$ cat config.mk
export PLATFORM = sky130hd
export DESIGN_NAME = supervisor_watchdog_timer
export DESIGN_NICKNAME = d
export VERILOG_FILES = /design/src/hdl/pin_sync.v /design/src/hdl/supervisor_watchdog_timer.v
export VERILOG_INCLUDE_DIRS = /design/src /design/src/common
export SDC_FILE = /design/constraint.sdc
export NUM_CORES = 1
export LEC_CHECK = 0
export ABC_AREA = 1
export BUFFER_PORTS_ARGS = -buffer_cell sky130_fd_sc_hd__clkbuf_2
export CAP_MARGIN = 20
export CORE_ASPECT_RATIO = 0.75
export CORE_MARGIN = 8
export CORE_UTILIZATION = 55
export CTS_CLUSTER_SIZE = 8
export DETAILED_ROUTE_END_ITERATION = 8
export PLACE_DENSITY = 0.71
export SYNTH_ARGS = -nofsm -noshare
export SYNTH_HDL_FRONTEND = slang
export SYNTH_SLANG_ARGS = --single-unit
export TNS_END_PERCENT = 20
$ cat constraint.sdc
create_clock -name sys_clk_in -period 4.59 [get_ports sys_clk_in]
set_input_delay 0.6885 -clock sys_clk_in [delete_from_list [all_inputs] [get_ports sys_clk_in]]
set_output_delay 0.6885 -clock sys_clk_in [all_outputs]
set_load 0.05 [all_outputs]
$ cat src/common/wdt_defines.vh
// constants shared by the supervisor watchdog design
`ifndef WDT_DEFINES_VH
`define WDT_DEFINES_VH

`define WDT_CLK_PERIOD_NS      8
`define WDT_TICK_NS            1000
`define WDT_TICK_CYCLES        (`WDT_TICK_NS / `WDT_CLK_PERIOD_NS)
`define WDT_TIMEOUT_US         1600000
`define WDT_TIMEOUT_TICKS      (`WDT_TIMEOUT_US * 1000 / `WDT_TICK_NS)
`define WDT_HOLD_US            140000
`define WDT_HOLD_TICKS         (`WDT_HOLD_US * 1000 / `WDT_TICK_NS)
`define WDT_STROBE_MIN_NS      50
`define WDT_SYNC_STAGES        2

`define WDT_ST_RUN             2'h0
`define WDT_ST_ASSERT          2'h1
`define WDT_ST_HOLD            2'h2

`endif

$ cat src/hdl/pin_sync.v
// two flip-flop synchroniser for asynchronous level inputs
`timescale 1ns/100ps
module pin_sync #(
   parameter WIDTH    = 1,
   parameter RST_VAL  = 0
) (
   input  wire             sys_clk_in,
   input  wire             rst_b_in,
   input  wire             ce_in,
   input  wire [WIDTH-1:0] async_in,
   output wire [WIDTH-1:0] sync_out
);

   reg [WIDTH-1:0] stage1_reg;
   reg [WIDTH-1:0] stage2_reg;

   // -----------------------------------------------------------
   // synchroniser chain, first stage read only by the second
   // -----------------------------------------------------------
   always @(posedge sys_clk_in or negedge rst_b_in) begin
      if (!rst_b_in) begin
         stage1_reg <= RST_VAL[WIDTH-1:0];
         stage2_reg <= RST_VAL[WIDTH-1:0];
      end else if (ce_in) begin
         stage1_reg <= async_in;
         stage2_reg <= stage1_reg;
      end
   end

   assign sync_out = stage2_reg;

endmodule // pin_sync

$ cat src/hdl/supervisor_watchdog_timer.v
// watchdog timer and reset sequencer of a supply supervisor
//
// Overview of operation
// - any strobe edge clears the watchdog counter
// - strobe pulses of 50 ns are caught
// - full timeout without clear asserts reset
// - undervoltage or manual reset clears counter
// - counter held at zero during reset
// - floating strobe input disables the watchdog
// - reset held for hold period after timeout
`timescale 1ns/100ps
`include "wdt_defines.vh"
module supervisor_watchdog_timer #(
   parameter TICK_CYCLES = `WDT_TICK_CYCLES,
   parameter TIMEOUT_TICKS = `WDT_TIMEOUT_TICKS,
   parameter HOLD_TICKS = `WDT_HOLD_TICKS,
   parameter CNT_W = 24
) (
   input  wire sys_clk_in,
   input  wire rst_b_in,
   input  wire ce_in,
   input  wire watchdog_strobe_in,
   input  wire strobe_float_in,
   input  wire supply_low_in,
   input  wire manual_reset_n_in,
   output wire reset_n_out,
   output wire reset_out,
   output wire watchdog_expired_out
);

   // -----------------------------------------------------------
   // constants
   // -----------------------------------------------------------
   // state codes of the reset sequencer
   localparam [1:0] ST_RUN    = `WDT_ST_RUN;
   localparam [1:0] ST_ASSERT = `WDT_ST_ASSERT;
   localparam [1:0] ST_HOLD   = `WDT_ST_HOLD;
   // terminal counts, cut to the counter width on purpose
   localparam [CNT_W-1:0] TICK_LAST = TICK_CYCLES[CNT_W-1:0] - 1'b1;
   localparam [CNT_W-1:0] WD_LAST   = TIMEOUT_TICKS[CNT_W-1:0] - 1'b1;
   localparam [CNT_W-1:0] HOLD_LAST = HOLD_TICKS[CNT_W-1:0] - 1'b1;

   // -----------------------------------------------------------
   // signal declarations
   // -----------------------------------------------------------
   wire [3:0]       pins_sync;
   wire             strobe_s;
   wire             float_s;
   wire             low_s;
   wire             mr_n_s;
   wire             cause;
   wire             strobe_edge;
   wire             tick;
   reg              strobe_last_reg;
   reg [CNT_W-1:0]  tick_cnt_reg;
   reg [CNT_W-1:0]  wd_cnt_reg;
   reg [CNT_W-1:0]  wd_cnt_next;
   reg [CNT_W-1:0]  hold_cnt_reg;
   reg [CNT_W-1:0]  hold_cnt_next;
   reg [1:0]        state_reg;
   reg [1:0]        state_next;
   reg              wd_fire;
   reg              reset_reg;
   reg              expired_reg;

   // -----------------------------------------------------------
   // design notes
   // -----------------------------------------------------------
   // the tick prescaler runs free, so the first tick of a hold
   // period may come early and the hold may fall short by one tick
   // the floating-strobe flag comes from an analog window detector
   // and is treated like any other asynchronous pin
   // priority inside the counter: cause, strobe edge, float, count
   // a low clock enable freezes every flip-flop, synchronisers too,
   // so strobe edges that come and go while frozen are not seen
   // the strobe synchroniser and edge history both reset to the
   // idle low level of the pin, so no false edge follows reset
   // counters must be wide enough for the largest terminal count

   // -----------------------------------------------------------
   // helper functions
   // -----------------------------------------------------------
   // true when a counter has reached its terminal count
   function at_last;
      input [CNT_W-1:0] value;
      input [CNT_W-1:0] last;
      at_last = (value == last);
   endfunction

   // one step up, kept inside the counter width
   function [CNT_W-1:0] bump;
      input [CNT_W-1:0] value;
      bump = value + 1'b1;
   endfunction

   // -----------------------------------------------------------
   // pin synchronisers
   // -----------------------------------------------------------
   // sampling at 8 ns catches a 50 ns strobe level several times
   pin_sync #(
      .WIDTH   (4),
      .RST_VAL (4'h8)                                   // strobe idle low, manual reset released
   ) pin_sync_inst (
      .sys_clk_in (sys_clk_in),
      .rst_b_in   (rst_b_in),
      .ce_in      (ce_in),
      .async_in   ({manual_reset_n_in, supply_low_in, strobe_float_in, watchdog_strobe_in}),
      .sync_out   (pins_sync)
   );

   assign strobe_s = pins_sync[0];
   assign float_s  = pins_sync[1];
   assign low_s    = pins_sync[2];
   assign mr_n_s   = pins_sync[3];
   assign cause    = low_s | ~mr_n_s;

   // -----------------------------------------------------------
   // strobe edge detect and time base
   // -----------------------------------------------------------
   // both polarities of transition count
   assign strobe_edge = strobe_s ^ strobe_last_reg;
   assign tick        = at_last(tick_cnt_reg, TICK_LAST);

   // edge history register and tick prescaler
   always @(posedge sys_clk_in or negedge rst_b_in) begin
      if (!rst_b_in) begin
         strobe_last_reg <= 1'b0;
         tick_cnt_reg    <= {CNT_W{1'b0}};
      end else if (ce_in) begin
         strobe_last_reg <= strobe_s;
         tick_cnt_reg    <= tick ? {CNT_W{1'b0}} : bump(tick_cnt_reg);
      end
   end

   // -----------------------------------------------------------
   // watchdog counter
   // -----------------------------------------------------------
   // cleared by edges, by any reset, and while the pin floats
   always @* begin
      wd_fire     = 1'b0;
      wd_cnt_next = wd_cnt_reg;
      if (reset_reg || cause) begin
         wd_cnt_next = {CNT_W{1'b0}};
      end else if (strobe_edge) begin
         wd_cnt_next = {CNT_W{1'b0}};
      end else if (float_s) begin
         wd_cnt_next = {CNT_W{1'b0}};
      end else if (tick) begin
         if (at_last(wd_cnt_reg, WD_LAST)) begin
            wd_fire     = 1'b1;
            wd_cnt_next = {CNT_W{1'b0}};
         end else begin
            wd_cnt_next = bump(wd_cnt_reg);
         end
      end
   end

   // -----------------------------------------------------------
   // reset sequencer
   // -----------------------------------------------------------
   // assert while a cause stands, then hold for the hold period
   always @* begin
      state_next    = state_reg;
      hold_cnt_next = hold_cnt_reg;
      case (state_reg)
         ST_RUN: begin
            if (cause) begin
               state_next = ST_ASSERT;
            end else if (wd_fire) begin
               state_next    = ST_HOLD;
               hold_cnt_next = {CNT_W{1'b0}};
            end
         end
         ST_ASSERT: begin
            hold_cnt_next = {CNT_W{1'b0}};
            if (!cause) begin
               state_next = ST_HOLD;
            end
         end
         ST_HOLD: begin
            if (cause) begin
               state_next = ST_ASSERT;
            end else if (tick) begin
               if (at_last(hold_cnt_reg, HOLD_LAST)) begin
                  state_next = ST_RUN;
               end else begin
                  hold_cnt_next = bump(hold_cnt_reg);
               end
            end
         end
         default: begin
            state_next = ST_ASSERT;
         end
      endcase
   end

   // state, counters and registered outputs
   always @(posedge sys_clk_in or negedge rst_b_in) begin
      if (!rst_b_in) begin
         state_reg    <= ST_ASSERT;
         wd_cnt_reg   <= {CNT_W{1'b0}};
         hold_cnt_reg <= {CNT_W{1'b0}};
         reset_reg    <= 1'b1;
         expired_reg  <= 1'b0;
      end else if (ce_in) begin
         state_reg    <= state_next;
         wd_cnt_reg   <= wd_cnt_next;
         hold_cnt_reg <= hold_cnt_next;
         reset_reg    <= (state_next != ST_RUN);
         expired_reg  <= wd_fire;
      end
   end

   assign reset_n_out          = ~reset_reg;
   assign reset_out            = reset_reg;
   assign watchdog_expired_out = expired_reg;

endmodule // supervisor_watchdog_timer

# ---- Yosys cells after proc, flatten, opt, wreduce, memory -nomap -nowiden
# Cells that the tools add are included.
dict set report totals {
  register_bits 85
  latch_bits 0
  ram_bits 0
  mem_bits_ro 0
  inputBits 7
  out_inout_bits 3
  elab_cells 57
  memories 0
}
dict set report classes {
  addsub 3
  mul 0
  div 0
  n_lt_le_gt_ge 0
  n_eq_ne 10
  n_shift 0
  muxes 24
  n_bitwise 4
  n_reduce_logical 7
}
# operator n
set ops {}
lappend ops {{24-bit 2-to-1 mux} 11}
lappend ops {{24-bit by 1-bit adder with 24-bit output (second input constant)} 3}
lappend ops {{24-bit one-hot mux with 3 select lines} 1}
lappend ops {{24-bit by 18-bit equality test with 1-bit output (second input constant)} 1}
lappend ops {{24-bit by 21-bit equality test with 1-bit output (second input constant)} 1}
lappend ops {{24-bit by 7-bit equality test with 1-bit output (second input constant)} 1}
lappend ops {{2-bit 2-to-1 mux} 6}
lappend ops {{2-bit inequality test (second input constant)} 5}
lappend ops {{7-bit AND reduction} 1}
lappend ops {{2-bit one-hot mux with 3 select lines} 1}
lappend ops {{1-bit 2-to-1 mux} 5}
lappend ops {{4-bit nonzero test} 1}
lappend ops {{3-bit nonzero test} 1}
lappend ops {{2-bit by 1-bit equality test with 1-bit output (second input constant)} 1}
lappend ops {{2-bit equality test (second input constant)} 1}
lappend ops {{2-bit zero test} 1}
lappend ops {{1-bit NOT} 2}
lappend ops {{2-bit AND reduction} 1}
lappend ops {{2-bit nonzero test} 1}
lappend ops {{1-bit logical OR} 1}
lappend ops {{1-bit OR} 1}
lappend ops {{1-bit bitwise XOR} 1}

# ---- Longest topological paths before layout
dict set report logic_depth {
  depth_word 10
  ltp_mapped 14
  mapped_depth_nobuf 13
}

# ---- Modules after synthesis
# Synthesis repeated with hierarchy kept, for this count alone.
dict set report unflattened {
  hier_cells 793
  hier_area_um2 5427.7
}
# mod instances cells_each area_each_um2 seq_area_each_um2
set modules_own_cells {}
lappend modules_own_cells {supervisor_watchdog_timer 1 759 5119.9 1929.4}
lappend modules_own_cells {pin_sync 1 34 307.8 202.7}

# ---- Worst setup path after synthesis
# Ideal clock, no wire load.
dict set report synth_path {
  path_kind {input port to flip-flop}
  startpoint {in ce_in}
  endpoint {reg tick_cnt_reg[21]}
  setup_ns 0.118
  arrival_ns 1.770
  required_ns 4.472
  slack_ns 2.702
  cell_stages 10
  n_path_buf 1
  cell_sequence {buf_2 -> nand2_1 -> nor2_1 -> nand2_1 -> nor2_1 -> nand2_1 -> nor3_2 -> nand2_1 -> xor2_1 -> inv_1}
}
# item line
set synth_lines {}
lappend synth_lines {{from (decl)} supervisor_watchdog_timer.v:21} ;# input wire ce_in,
lappend synth_lines {{to (signal assigned)} supervisor_watchdog_timer.v:128} ;# tick_cnt_reg <= {CNT_W{1'b0}};
lappend synth_lines {{to (signal assigned)} supervisor_watchdog_timer.v:131} ;# tick_cnt_reg <= tick ? {CNT_W{1'b0}} : bump(tick_cnt_reg);
lappend synth_lines {{to (decl)} supervisor_watchdog_timer.v:55} ;# reg [CNT_W-1:0] tick_cnt_reg;

# ---- Worst setup path in the final report
dict set report layout_path {
  startpoint {in ce_in}
  endpoint {reg hold_cnt_reg[13]}
}
dict set report layout_between {
  elab_chain_cells 1
}
# item line
set layout_rtl {}
lappend layout_rtl {{7-bit AND reduction (no line)} n/a}
lappend layout_rtl {{to (signal assigned)} supervisor_watchdog_timer.v:202} ;# hold_cnt_reg <= {CNT_W{1'b0}};
lappend layout_rtl {{to (signal assigned)} supervisor_watchdog_timer.v:208} ;# hold_cnt_reg <= hold_cnt_next;
lappend layout_rtl {{to (decl)} supervisor_watchdog_timer.v:58} ;# reg [CNT_W-1:0] hold_cnt_reg;
# Every way passes these cells.
# A chain may end at the register's enable or synchronous reset.

==> impl_metrics.json <==
{
  "netlist_instances": 782,
  "htree_levels": 3,
  "max_stage_delay_ns": 0.54,
  "fmax_mhz": 378.7,
  "cts_tree": "done",
  "dieHeight_microns": 101.5,
  "cp.required_ns": 4.82,
  "synth-simple-area-share_pct": 41.37,
  "cts_setup_buffers": 0,
  "initial_core_util_pct": 55.91,
  "grt_start_max_net_pins": 86,
  "cts_sinks": 85,
  "io_buffers": 9,
  "syn-cell-area_sq_mm": 0.005356,
  "status": "finished, final reports clean",
  "cts_inserted_buffers": 9,
  "path_delay_family": "buffers and inverters",
  "yosys_warnings": 0,
  "num_vias": 4943,
  "synth.area.mux_share_pct": 0,
  "grt_usage_pct": 20.78,
  "synth-compound-area-share_pct": 5.162,
  "antenna_found_initial": 0,
  "fin_area_sq_mm": 0.005769,
  "placementRows": 31,
  "rsz0062_at_grt": "no",
  "tightest_slew_ns": 0.9566,
  "crit_buf_inv": 3,
  "path_max_fanout": 26,
  "area_delta_synth_final_pct": 7.708,
  "synth_xor_area_share_pct": 5.046,
  "slew_headroom_pct": 36.07,
  "clock_skew_ns": 0.005919,
  "fin_nets": 797,
  "worstPathCellList": "clkbuf_2 -> inv_1 -> a21oi_2 -> buf_4 -> nand3_4 -> nand2_1 -> nand2_1",
  "ctsResizeCount": 0,
  "wl_met1_mm": 6.370,
  "first_iter_violations": 470,
  "synth_top_family_by_area": "simple AND/OR/NAND/NOR gates",
  "wl_per_cell_microns": 13.73,
  "period_share_pct": 57.53,
  "topRoutingLayerUsed": "met4",
  "final_max_slew_viol_count": 0,
  "antennaDiodeCount": 0,
  "syn_avg_cell_area_sq_um": 6.850,
  "ir_drop_uv": 214.9,
  "drt-total-wl_mm": 12.68,
  "cp_slowest_cell": "a21oi_2",
  "hold_viol_final": 0,
  "die_w_microns": 130.0,
  "drcViolationCount": 0,
  "setup_tns_ns": 0,
  "first_global_vias": 4560,
  "gp_congestion": 0.8977,
  "core_area_sq_mm": 0.009580,
  "power.density_mw_per_mm2": 297.9,
  "cts_hold_buffers": 0,
  "placed_area_sq_mm": 0.005473,
  "cp-start-kind": "input port",
  "clkTransAtPathRegs_ns": 0.06,
  "critPathMostFrequentCell": "nand2_1",
  "route.met3.wl_microns": 555,
  "hpwl_mm": 9.008,
  "ioPinCount": 10,
  "grt_pass1_wl_mm": 22.01,
  "ys_ff_latch": 85,
  "maxCapViolations": 0,
  "die_area_sq_mm": 0.01319,
  "ys_seq_area_share_pct": 39.80,
  "drive_above_1_share_pct": 6.953,
  "overflow": 0,
  "hold_class": "input port to asynchronous set/reset pin",
  "antenna_left": 0,
  "cts-root-buf": "clkbuf_16",
  "ys_types": 34,
  "setup_viol": 0,
  "p_leak_nw": 2.614,
  "synth_fa_ha_area_share_pct": 0.9344,
  "crit_type": "input port to flop",
  "met2_length_mm": 5.494,
  "fin_crit_ns": 2.641,
  "synth_nets": 793,
  "critPathArrivalTime_ns": 2.87,
  "vias_per_cell": 5.355,
  "firstDrtPassIters": 5,
  "clkLatencyLatePin_ns": 0.34,
  "end_kind": "flop",
  "clk_path_buf_depth": 2
}
-- cell usage after synthesis (all sizes together) --
library cell,instances,area (sq um)
nand4,44,275.3
o21a,1,7.510
nor4,1,6.260
ha,4,50.05
dfstp,4,105.1
nand2,253,967.2
inv,82,307.8
o22ai,2,12.51
buf,10,73.81
clkbuf,8,30.03
o21ai,22,110.1
o31ai,1,7.510
xor2,22,192.7
o21bai,5,37.54
nand3,52,285.3
a211oi,1,7.510
nor2,148,585.6
xnor2,8,77.58
a21oi,18,93.84
dfrtp,81,2027
nor3,15,96.35
-- power breakdown --
group	total (mW)	switching (mW)	internal [mW]
clock	0.675	0.307	0.368
combinational	0.211	0.150	0.0606
sequential	0.833	0.0410	0.792
-- path summary, 6_finish.rpt --
check / to / slack (ns) / start / cells after the start
worst max-delay path: hold_cnt_reg[13] / 1.95 / ce_in / 7
worst min-delay path: wd_cnt_reg[6] / 0.32 / rst_b_in / 1
worst max register to register: wd_cnt_reg[7] / 2.11 / tick_cnt_reg[0] / 11
worst min register to register: pin_sync_inst.stage1_reg[3] / 0.46 / pin_sync_inst.stage1_reg[3] / 2
max in group asynchronous: state_reg[0] / 3.60 / rst_b_in / 2
min in group sys_clk_in: pin_sync_inst.stage1_reg[3] / 0.46 / pin_sync_inst.stage1_reg[3] / 2
-- stage by stage --
stage	worst slack (ns)	cells	total power [mW]	hold slack [ns]	util (%)
2_1_floorplan	2.702	782	1.000	0.3929	-
5_1_grt	1.682	923	1.794	0.3578	60.22
3_3_place_gp	1.758	906	1.045	0.4569	57.12
6_report	1.949	923	1.719	0.3180	60.22
3_5_place_dp	1.635	906	1.054	0.4597	57.12
4_1_cts	1.997	922	1.732	0.4693	59.93
-- final cells by class --
cell class                 instances  area [sq um]
sequential                        85          2132
inverter                          82         307.8
timing repair buffer              11         82.58
clock inverter                     5         36.28
fill                             907          3811
clock buffer                      11         232.7
tap                              132         165.2
multi-input combinational        597          2813
-- routing by layer --
layer | track usage (%) | up-vias
met5 | 0 | -
met4 | 6.228 | 0
met3 | 4.314 | 20
met2 | 30.42 | 118
met1 | 30.11 | 2304
li1 | - | 2501
-- placed cells by master, fill, tap and decap left out, types with 2 or more instances in the layout --
master,Yosys,final
clkinvlp_4,0,3
nor3_2,2,2
nor2_2,6,6
buf_4,2,2
clkbuf_16,0,9
nor2_1,140,140
a21oi_1,17,17
nand4_1,44,44
nor3_1,12,12
clkbuf_1,8,2
nand3_4,2,2
dfstp_2,4,4
ha_1,4,4
xnor2_1,7,7
dfrtp_1,81,81
nand3_1,50,50
clkbuf_2,0,8
inv_1,76,76
o21bai_1,5,5
xor2_1,22,22
nand2_2,4,4
o22ai_1,2,2
nor2_4,2,2
o21ai_1,3,3
inv_2,6,6
nand2_1,248,248
o21ai_0,19,19
-- cells by family after synthesis --
| family | Yosys count |
|---|---|
| adders and majority gates | 4 |
| AOI/OAI and AO/OA | 50 |
| buffers and inverters | 100 |
| DFF | 85 |
| xor gates and xnor gates | 30 |
| and+or+nand+nor | 513 |
-- worst reg2reg max path, cell delays in order (launching register included) --
cell	delay (ns)
dfrtp_1	0.42
inv_1	0.09
ha_1	0.17
inv_1	0.05
nor2_1	0.08
nand2_1	0.09
nor2_4	0.12
nand4_1	0.09
nand2_1	0.72
nand2_1	0.27
a21oi_1	0.21
nor2_1	0.05
Note: power is estimated with default switching activity, not from simulation.
